`config.mk`:
```
export PLATFORM = sky130hd
export DESIGN_NAME = lmif_core
export DESIGN_NICKNAME = d
export VERILOG_FILES = /design/src/lmif_pkg.sv /design/src/lmif_core.sv
export SDC_FILE = /design/constraint.sdc
export NUM_CORES = 1
export LEC_CHECK = 0
export BUFFER_PORTS_ARGS = -buffer_cell sky130_fd_sc_hd__buf_2
export CAP_MARGIN = 10
export CORE_ASPECT_RATIO = 2
export CORE_UTILIZATION = 52
export DETAILED_ROUTE_END_ITERATION = 10
export GPL_TIMING_DRIVEN = 1
export PLACE_DENSITY = 0.82
export SETUP_SLACK_MARGIN = 0.4
export SYNTH_ARGS = -nofsm -noshare
export SYNTH_HDL_FRONTEND = slang
export SYNTH_SLANG_ARGS = --single-unit
```
`constraint.sdc`:
```
create_clock -name core_clk -period 2.7 [get_ports core_clk]
set_input_delay 0.135 -clock core_clk [delete_from_list [all_inputs] [get_ports core_clk]]
set_output_delay 0.135 -clock core_clk [all_outputs]
set_load 0.02 [all_outputs]
```
`src/lmif_pkg.sv`:
```
// constants and carrier types for the link module interrupt and fault block
package lmif_pkg;

  ////////////////////////////////////////////////////////////////////////////
  // dual-port register map (word indices)
  localparam int unsigned DP_AW               = 12;
  localparam logic [11:0] REG_INT_STATUS_CTRL = 12'h000;
  localparam logic [11:0] REG_FATAL_DETAIL    = 12'h03c;

  // interrupt_status_control fields, bit 15 is the most significant
  localparam int unsigned ISC_PEND_BIT  = 15;
  localparam int unsigned ISC_EN_BIT    = 7;
  localparam int unsigned ISC_ALLOC_BIT = 2;
  localparam int unsigned ISC_SEL_LSB   = 0;
  localparam int unsigned ISC_SEL_W     = 2;
  localparam int unsigned IRQ_LINES     = 4;

  ////////////////////////////////////////////////////////////////////////////
  // fatal detail codes
  localparam logic [15:0] ERR_TMR0_SPURIOUS = 16'h01f0;
  localparam logic [15:0] ERR_CHA_BASE      = 16'h02f0;
  localparam logic [15:0] ERR_CHB_STATUS    = 16'h03f0;
  localparam logic [15:0] DETAIL_RESET      = 16'h0000;

  ////////////////////////////////////////////////////////////////////////////
  // display glyphs: 0..15 hex digits, plus letter r and blank
  localparam logic [4:0] GLYPH_3     = 5'h03;
  localparam logic [4:0] GLYPH_4     = 5'h04;
  localparam logic [4:0] GLYPH_C     = 5'h0c;
  localparam logic [4:0] GLYPH_D     = 5'h0d;
  localparam logic [4:0] GLYPH_E     = 5'h0e;
  localparam logic [4:0] GLYPH_R     = 5'h10;
  localparam logic [4:0] GLYPH_BLANK = 5'h1f;

  // power-up diagnostics: processor, program memory, ram, timer, dma,
  // dual-port memory, memory management, parallel port, watchdog
  localparam int unsigned DIAG_N = 9;
  localparam logic [4:0] DIAG_GLYPH [DIAG_N] = '{5'h00, 5'h01, 5'h02, 5'h03, 5'h05,
                                                 5'h06, 5'h07, 5'h09, 5'h0b};

  ////////////////////////////////////////////////////////////////////////////
  // fixed serial character format
  localparam int unsigned CLK_HZ      = 50_000_000;
  localparam int unsigned BAUD_HZ     = 41_600;
  localparam int unsigned BAUD_DIV    = CLK_HZ / BAUD_HZ;
  localparam int unsigned DATA_BITS   = 8;
  localparam int unsigned STOP_BITS   = 1;
  localparam logic        PARITY_ODD  = 1'b1;

  ////////////////////////////////////////////////////////////////////////////
  // carriers
  typedef struct packed {
    logic             wr;
    logic             rd;
    logic [11:0]      addr;
    logic [15:0]      wdata;
  } lmif_dp_req_t;

  typedef struct packed {
    logic             tmr0_irq;
    logic [3:0]       cha_irq;
    logic             chb_stat_irq;
  } lmif_fault_t;

  typedef struct packed {
    logic             dp;
    logic [4:0]       glyph;
  } lmif_disp_t;

  typedef struct packed {
    logic             pend;
    logic             en;
    logic             alloc;
    logic [1:0]       sel;
    logic [15:0]      detail;
    logic             fatal;
    lmif_disp_t       fatal_disp;
    logic             diag_valid;
    logic [4:0]       diag_glyph;
    logic [10:0]      baud_cnt;
    logic             baud_tick;
    logic             pf_meta;
    logic             pf_sync;
    logic             wd_meta;
    logic             wd_sync;
    logic [15:0]      rdata;
    lmif_disp_t       disp;
  } lmif_state_t;

endpackage

```
`src/lmif_core.sv`:
```
// interrupt status/control word, fatal error latch and fault display
`timescale 1ns/1ns
`default_nettype none

// Behaviour
// RULE_01 - pending bit 15 sets on a raised interrupt, clears on host acknowledge
// RULE_02 - enable bit gates backplane interrupts; disabled means no line asserted
// RULE_03 - allocation bit 2 reads 1 when a host has claimed the word
// RULE_04 - line-select bits 1:0 pick which of four backplane lines is driven
// RULE_05 - only register 0 is the status/control word; others are ignored for it
// RULE_06 - bit 15 is the most significant bit throughout the map
// RULE_07 - host operating system writes enable, allocation and line-select fields
// RULE_08 - serial format fixed: 41.6k baud, 8 data, 1 stop, odd parity
// RULE_09 - fatal error latches a 16-bit detail code into register 60
// RULE_10 - timer channel 0 interrupt is fatal: display .3, detail 01f0
// RULE_11 - any channel A interrupt is fatal: display .4, detail 02f0 to 02f3
// RULE_12 - channel B status change interrupt is fatal: display .4, detail 03f0
// RULE_13 - failed power-up diagnostics show codes 0 to 3, 5 to 7, 9 and b
// RULE_14 - code C shows only while no messages arrive from the drive
// RULE_15 - backplane watchdog failure shows d and halts serial traffic
// RULE_16 - code E shows from power failure detection onward; here E shows only while the synchronised power-fail pin stays high
// RULE_17 - code .r shows on incompatible software revisions
// RULE_18 - latched detail and displayed fatal code hold until reset
module lmif_core
  import lmif_pkg::*;
#(
  parameter int unsigned BAUD_DIVISOR = BAUD_DIV
) (
  // clock and reset
  input  wire logic                 core_clk,
  input  wire logic                 nrst,
  // dual-port register access
  input  wire lmif_dp_req_t         dp_req,
  output logic [15:0]               dp_rdata,
  // interrupt events and backplane lines
  input  wire logic                 irq_event,
  input  wire logic                 irq_ack,
  output logic [IRQ_LINES-1:0]      irq_line,
  // run-time interrupt causes and diagnostics
  input  wire lmif_fault_t          fault_irq,
  input  wire logic [DIAG_N-1:0]    diag_fail,
  input  wire logic                 link_rx_idle,
  input  wire logic                 rev_mismatch,
  // asynchronous pins
  input  wire logic                 power_fail_pin,
  input  wire logic                 bp_wdog_fail_pin,
  // display and serial control
  output lmif_disp_t                disp,
  output logic                      serial_enable,
  output logic                      baud_tick
);

  lmif_state_t st_reg;
  lmif_state_t st_next;
  logic        wr_isc;
  logic        fatal_evt;
  lmif_disp_t  fatal_disp_evt;
  logic [15:0] fatal_code_evt;

  ////////////////////////////////////////////////////////////////////////////
  // fatal cause decode, fixed priority: timer, channel A, channel B
  always_comb begin
    fatal_evt      = 1'b0;
    fatal_disp_evt = '{dp: 1'b1, glyph: GLYPH_4};
    fatal_code_evt = DETAIL_RESET;
    if (fault_irq.tmr0_irq) begin
      fatal_evt      = 1'b1;
      fatal_disp_evt = '{dp: 1'b1, glyph: GLYPH_3};  // see RULE_10
      fatal_code_evt = ERR_TMR0_SPURIOUS;            // see RULE_10
    end else if (|fault_irq.cha_irq) begin
      fatal_evt = 1'b1;
      for (int i = 3; i >= 0; i--) begin
        if (fault_irq.cha_irq[i]) begin
          fatal_code_evt = ERR_CHA_BASE + 16'(i);    // see RULE_11
        end
      end
    end else if (fault_irq.chb_stat_irq) begin
      // break and carrier loss only reach here via the masked interrupt
      fatal_evt      = 1'b1;
      fatal_code_evt = ERR_CHB_STATUS;               // see RULE_12
    end
  end

  ////////////////////////////////////////////////////////////////////////////
  // next state
  assign wr_isc = dp_req.wr && (dp_req.addr == REG_INT_STATUS_CTRL);  // see RULE_05

  always_comb begin
    st_next = st_reg;

    // pin synchronisers
    st_next.pf_meta = power_fail_pin;
    st_next.pf_sync = st_reg.pf_meta;
    st_next.wd_meta = bp_wdog_fail_pin;
    st_next.wd_sync = st_reg.wd_meta;

    // pending flag: a new event wins over a same-cycle acknowledge
    if (irq_event) begin
      st_next.pend = 1'b1;                           // see RULE_01
    end else if (irq_ack) begin
      st_next.pend = 1'b0;                           // see RULE_01
    end

    // host-owned fields; pending bit is not writable
    if (wr_isc) begin
      st_next.en    = dp_req.wdata[ISC_EN_BIT];      // see RULE_02
      st_next.alloc = dp_req.wdata[ISC_ALLOC_BIT];   // see RULE_03
      st_next.sel   = dp_req.wdata[ISC_SEL_LSB +: ISC_SEL_W];  // see RULE_04
    end

    // first fatal error wins and holds until reset
    if (fatal_evt && !st_reg.fatal) begin
      st_next.fatal      = 1'b1;                     // see RULE_18
      st_next.detail     = fatal_code_evt;           // see RULE_09
      st_next.fatal_disp = fatal_disp_evt;
    end

    // lowest-numbered failing diagnostic is latched
    if (!st_reg.diag_valid && |diag_fail) begin
      st_next.diag_valid = 1'b1;
      for (int i = DIAG_N - 1; i >= 0; i--) begin
        if (diag_fail[i]) begin
          st_next.diag_glyph = DIAG_GLYPH[i];        // see RULE_13
        end
      end
    end

    // baud enable; frozen while the backplane watchdog is failed
    st_next.baud_tick = 1'b0;
    if (st_reg.wd_sync) begin
      st_next.baud_cnt = '0;                         // see RULE_15
    end else if (st_reg.baud_cnt == 11'(BAUD_DIVISOR - 1)) begin
      st_next.baud_cnt  = '0;                        // see RULE_08
      st_next.baud_tick = 1'b1;
    end else begin
      st_next.baud_cnt = st_reg.baud_cnt + 11'h001;
    end

    // register read, word layout msb is bit 15
    st_next.rdata = 16'h0000;
    if (dp_req.rd) begin
      if (dp_req.addr == REG_INT_STATUS_CTRL) begin
        st_next.rdata[ISC_PEND_BIT]                = st_reg.pend;  // see RULE_06
        st_next.rdata[ISC_EN_BIT]                  = st_reg.en;
        st_next.rdata[ISC_ALLOC_BIT]               = st_reg.alloc; // see RULE_03
        st_next.rdata[ISC_SEL_LSB +: ISC_SEL_W]    = st_reg.sel;
      end else if (dp_req.addr == REG_FATAL_DETAIL) begin
        st_next.rdata = st_reg.detail;               // see RULE_09
      end
    end

    // display priority: fatal, power, watchdog, diagnostic, revision, link
    if (st_reg.fatal) begin
      st_next.disp = st_reg.fatal_disp;              // see RULE_18
    end else if (st_reg.pf_sync) begin
      st_next.disp = '{dp: 1'b0, glyph: GLYPH_E};    // see RULE_16
    end else if (st_reg.wd_sync) begin
      st_next.disp = '{dp: 1'b0, glyph: GLYPH_D};    // see RULE_15
    end else if (st_reg.diag_valid) begin
      st_next.disp = '{dp: 1'b0, glyph: st_reg.diag_glyph};  // see RULE_13
    end else if (rev_mismatch) begin
      st_next.disp = '{dp: 1'b1, glyph: GLYPH_R};    // see RULE_17
    end else if (link_rx_idle) begin
      st_next.disp = '{dp: 1'b0, glyph: GLYPH_C};    // see RULE_14
    end else begin
      st_next.disp = '{dp: 1'b0, glyph: GLYPH_BLANK};
    end
  end

  ////////////////////////////////////////////////////////////////////////////
  // state register
  always_ff @(posedge core_clk) begin
    if (!nrst) begin
      st_reg            <= '0;
      st_reg.detail     <= DETAIL_RESET;
      st_reg.disp.glyph <= GLYPH_BLANK;
    end else begin
      st_reg <= st_next;
    end
  end

  ////////////////////////////////////////////////////////////////////////////
  // outputs; one line only, and none unless enabled
  always_comb begin
    irq_line = '0;
    if (st_reg.pend && st_reg.en) begin
      irq_line[st_reg.sel] = 1'b1;                   // see RULE_02 RULE_04
    end
  end

  // a fatal stop also silences the link, not just the watchdog
  assign serial_enable = !st_reg.wd_sync && !st_reg.fatal;  // see RULE_15
  assign baud_tick     = st_reg.baud_tick;
  assign dp_rdata      = st_reg.rdata;
  assign disp          = st_reg.disp;

endmodule

`default_nettype wire

```
# Word level (Yosys, flattened, before mapping)
# Index checks and enable logic that the tools add are counted.
[word_totals]
register_bits = 72
out_inout_bits = 28
[op_classes]
addsub = 1
n_lt_le_gt_ge = 2
n_eq_ne = 2
n_mux = 36
bitwise_logic = 3
reduce_logical = 19
[op_table]
columns = ["op", "count"]
rows = [
  ["two-way mux 16 bit", 6],
  ["two-way mux 5 bit", 10],
  ["two-way mux 6 bit", 5],
  ["two-way mux 10 bit", 2],
  ["equality test 12 x 6 -> 1 bit, second input constant", 1],
  ["logical NOT 12 bit", 1],
  ["adder 11 x 1 -> 11 bit, second input constant", 1],
  ["equality test 11 bit, second input constant", 1],
  ["two-way mux 1 bit", 9],
  ["nonzero test 9 bit", 1],
  ["OR reduction 9 bit", 1],
  ["OR reduction 4 bit", 2],
  ["logical AND 1 bit", 6],
  ["two-way mux 3 bit", 2],
  ["two-way mux 4 bit", 1],
  ["AND reduction 2 bit", 2],
  ["logical NOT 1 bit", 3],
  ["< comparator 2 x 3 -> 1 bit, second input constant", 1],
  ["NOT 1 bit", 3],
  ["OR reduction 3 bit", 1],
  ["demux 1 bit (select 2 bit)", 1],
  ["greater-or-equal comparator 2 x 1 -> 1 bit, second input constant", 1],
  ["nonzero test 2 bit", 1],
  ["OR reduction 2 bit", 1],
]

# Depth between registers and ports, before layout
[logic_depth]
word_depth = 9
mapped_depth = 7
mapped_depth_nobuf = 6

# Worst setup path after synthesis
# OpenSTA, ideal clock, no wires.
[synth_path]
path_type = "register -> register"
start = "reg st_reg[27] in the netlist's numbering"
end = "reg st_reg[29] in the netlist's numbering"
t_arrival_ns = 1.235
slack_ns = 1.337
stages_incl_launch_ff = 8
path_buffers = 1
path_cell_list = "dfxtp_1 > inv_1 > ha_1 > nor4bb_1 > nand3_1 > nand3b_1 > clkbuf_1 > nor2_1"
[synth_via]
elab_chain_len = 2
elab_cells_between_ends = 3
[synth_lines]
columns = ["item", "line_no", "rtl"]
rows = [
  ["start: declaration", "lmif_core.sv:53", "lmif_state_t st_reg;"],
  ["start signal: assignment", "lmif_core.sv:178", "st_reg <= st_next;"],
  ["branches (longest 2 deep; another with adder 11 x 1 -> 11 bit)", "-", ""],
]
# Several ways; the timed one is not identified.
# A chain may end at the register's enable or synchronous reset.

# Final worst setup path
[layout_path]
start = "reg st_reg[27] in the netlist's numbering"
end = "reg st_reg[36] in the netlist's numbering"
# Same word-level chain as after synthesis.

==> flow_results.org <==
** Clock network
- Clock-pin transition on the worst setup and hold timing paths :: ~0.080 ns
- Number of H-tree levels :: 2
- Counting every sink on the clock net gives between 40 and 50.
- Cells resized by post-CTS repair :: 0
- TritonCTS built the clock tree.
- Buffers inserted to repair hold after CTS numbered 0.
- Counting the buffers created by CTS gives 5.
- Buffers added to address setup during post-CTS repair amount to 0.
- In this run the deepest clock path goes through 2 buffers.
- Clock insertion delay at the later pin of the skew report :: roughly 0.3 ns
- In this run the clock root is driven by a clkbuf_8.

** Drt
- Detail Route Antenna Nets :: 0
- Number of detailed-routing iterations run before antenna repair :: 4
- Vias post-DR :: 1761
- Post-DR vias/cell :: about 5.3
- The first routing iteration left 24 violations.
- Number of remaining DRC errors :: 0
- Summed over all layers, the routed wires come to between 3000 and 4000 um.
- Routed len/inst :: around 12 um

** STA
- Final-layout setup total negative slack :: 0 ns
- Final worst path period need :: around 1.5 ns
- Max-slew headroom at the worst pin :: a little under two thirds
- Worst hold margin :: just over 0.04 ns
- Static timing analysis puts the maximum clock frequency at around 700 MHz.
- The max-slew violation count was 0.
- Setup repair after global routing missed its margin :: no
- Final critical-path share of the clock period :: 54.14%
- Fin Clk Skew :: 0.006372 ns
- Final Hold Fails :: 0
- Setup violators final :: 0
- PnR worst setup slack :: 1.238 ns
- At the pin with the least slew margin, the transition time is 0.5421 ns.

** Floorplanning
- Die extent in y :: 92.37 um
- Die area :: approximately 4400 sq um
- Total number of placement rows :: 32
- For this configuration, the core starts out at a cell density of 54.67%.
- The die is about 47 um wide.
- Core outline area :: roughly 4000 sq um
- Number of ports placed on the die boundary :: around 80

** Worst setup path
- Worst r2r path cells :: 6
- The setup path with the least slack is of type reg -> reg.
- In this run the worst path has a maximum fanout of 11.
- The critical path starts at st_reg[27].
- Worst setup EP type :: register
- Data arrival time of the worst path :: ~1.7 ns
- Kind of launch point of the worst setup path :: register
- The startpoint identified for the worst register-to-register timing path is st_reg[27].
- Capturing point of the worst reg2reg path :: st_reg[36]
- Data required time of the critical path :: 2.93 ns
- Reg2reg setup slack :: around 1.2 ns

** Synthesis
- Mean instance size in the synthesized netlist :: between 8 and 9 sq um
- In this run the cell area of the synthesized design comes to about 2100 sq um.
- Proportion of synthesized chip area in sequential cells :: between 40% and 50%
- Share of flip-flops with an asynchronous set or reset after synthesis :: 0%
- Most frequently used flop master after synthesis :: dfxtp_1
- Yosys mapped a number of flops with a built-in enable equal to 0.
- Counting flops and latches in the post-synthesis netlist gives 48.
- The cell count after synthesis came out at around 240.
- Number of warnings printed during yosys synthesis :: 0
- Synthesis instantiated just over 40 different standard cells from the library.

** Final layout
- The finished cells cover about 2400 sq um.
- N_diodes :: 0
- Ratio of cells with drive above 1 in the final layout :: a little over a quarter
- After the last flow step, the layout net total stands at about 340.
- Excluding fillers, the count of instances in the completed layout stands at 335.
- Number of flip-flops under the largest register name :: 31
- Cells fill ~62% of the core in the end.
- Relative to the synthesized area, the layout overhead comes to 13.49%.

** Pwr
- Power comes to 1.279 mW.
- Portion of total power attributed to sequential cells :: 58.5%
- Of the total power, the clock network draws 31.3%.
- Combinational Power Share :: 10.1%
- Lkg Pwr :: 1.066 nW
- Power spent charging and discharging nets :: roughly 0.32 mW
- Ratio of total power to cell area :: roughly 530 nW/um^2
- Internal Dissipation :: 0.9639 mW
- Switching share of power :: about 25%
- VDD sags by at most 0.3667 mV.

** GRT
- Global-route wire length before repair :: around 6400 um
- The number of antenna violations at the first check in global routing was 0.
- For this run, the total global-route usage over all layers was measured as 20.18%.
- GRT Residual Overflow :: 0
- Entering global routing, the biggest net connects 34 pins.
- Vias in the first global route :: ~1700

** Place
- In this run, placement finished with an instance count of 328.
- Once placement finished, the instance area stood at between 2000 and 2500 sq um.
- Count of input and output buffers :: 62
- Timing analysis after detailed placement gives a worst setup slack of around 1.2 ns.
- Detailed placer's ending HPWL :: 3065 um
- Routability-driven placement finished with a final weighted congestion of 0.8067.

** Hold path
- In this run the most critical hold path is launched from power_fail_pin.
- Kind of path behind the tightest hold check :: in -> reg
- The worst hold path passes through 2 cells.
- For hold timing, the worst endpoint is st_next[24].

** Job
- Max-capacitance violation count :: 0

** Status
- The flow ran to the end, and the final reports show no timing, DRC or antenna violations.
[per-layer routing]
| metal | wire length [um] | share of wire [%] | track usage (%) | vias to the layer above |
|---|---|---|---|---|
| li1 | - | - | - | 882 |
| met1 | 1409 | 36 | 18.77 | 819 |
| met2 | 2262 | 57 | 36.46 | 51 |
| met3 | 174 | 4.4 | 6.238 | 9 |
| met4 | 94 | 2.4 | 9.524 | 0 |
| met5 | 0 | 0 | 0 | - |
[cell type report]
| class | count | area, sq um |
|---|---|---|
| Sequential cell | 48 | 960.9 |
| Inverter | 10 | 37.54 |
| Multi-Input combinational cell | 157 | 955.9 |
| Timing Repair Buffer | 62 | 310.3 |
| Tap cell | 51 | 63.81 |
| Fill cell | 353 | 1474 |
| Clock inverter | 2 | 12.51 |
| Clock buffer | 5 | 68.82 |
[cells in the final DEF, fill, tap and decap left out, drive strengths merged, types with 8 or more instances in the layout]
| master | n |
|---|---|
| inv | 10 |
| nor2b | 9 |
| dfxtp | 48 |
| a21oi | 11 |
| nor3 | 11 |
| and2 | 11 |
| nor2 | 23 |
| o21ai | 8 |
| buf | 62 |
| nand2 | 12 |
[kinds of logic after synthesis]
| group | count (synthesis) | synth area share (%) |
|---|---|---|
| compound gates | 37 | 11.26 |
| xor+xnor | 9 | 3.712 |
| fa+ha+maj | 2 | 1.178 |
| buf+inv | 38 | 10.61 |
| flops | 48 | 45.26 |
| mux | 7 | 3.300 |
| other cells | 1 | 0.1766 |
| simple gates | 96 | 24.51 |
[synthesized netlist by cell type, types with 3 or more instances]
library cell	number	share of area [%]
a21oi_1	11	2.6
xnor2_1	5	2.1
mux2i_1	7	3.3
nand4_1	3	0.88
a22o_1	3	1.2
nor3_1	9	2.1
xor2_1	4	1.6
buf_4	22	7.8
o21ai_0	8	1.9
inv_1	10	1.8
and2_1	11	3.2
nand2_1	12	2.1
nand3_1	7	1.6
clkbuf_1	6	1.1
nor2b_1	9	2.7
o21a_1	5	1.8
nor4_1	6	1.8
dfxtp_1	48	45
nor2_1	23	4.1
[critical path: stages, from the launching register on]
cell      delay (ns)
dfxtp_1         0.39
inv_1           0.06
ha_1            0.19
nor4bb_1        0.12
nand3_1         0.10
nand3b_1        0.32
nor2_1          0.21
[how the worst max path moves through the flow]
stage	end	slack (ns)
after floorplan	st_reg[29]	1.34
after global placement	st_reg[67]	1.24
after detailed placement	st_reg[70]	1.19
after CTS	st_reg[36]	1.20
after global routing	st_reg[36]	1.04
final	st_reg[36]	1.24
[power groups by stage]
stage                     Sequential [mW]  Clock (mW)  Combinational [mW]
after floorplan                     0.758           0              0.0940
after global placement              0.764           0               0.126
after detailed placement            0.765           0               0.130
after CTS                           0.748       0.413               0.130
after global routing                0.752       0.441               0.145
final                               0.749       0.401               0.129
Power figures use the tool's default switching activity.
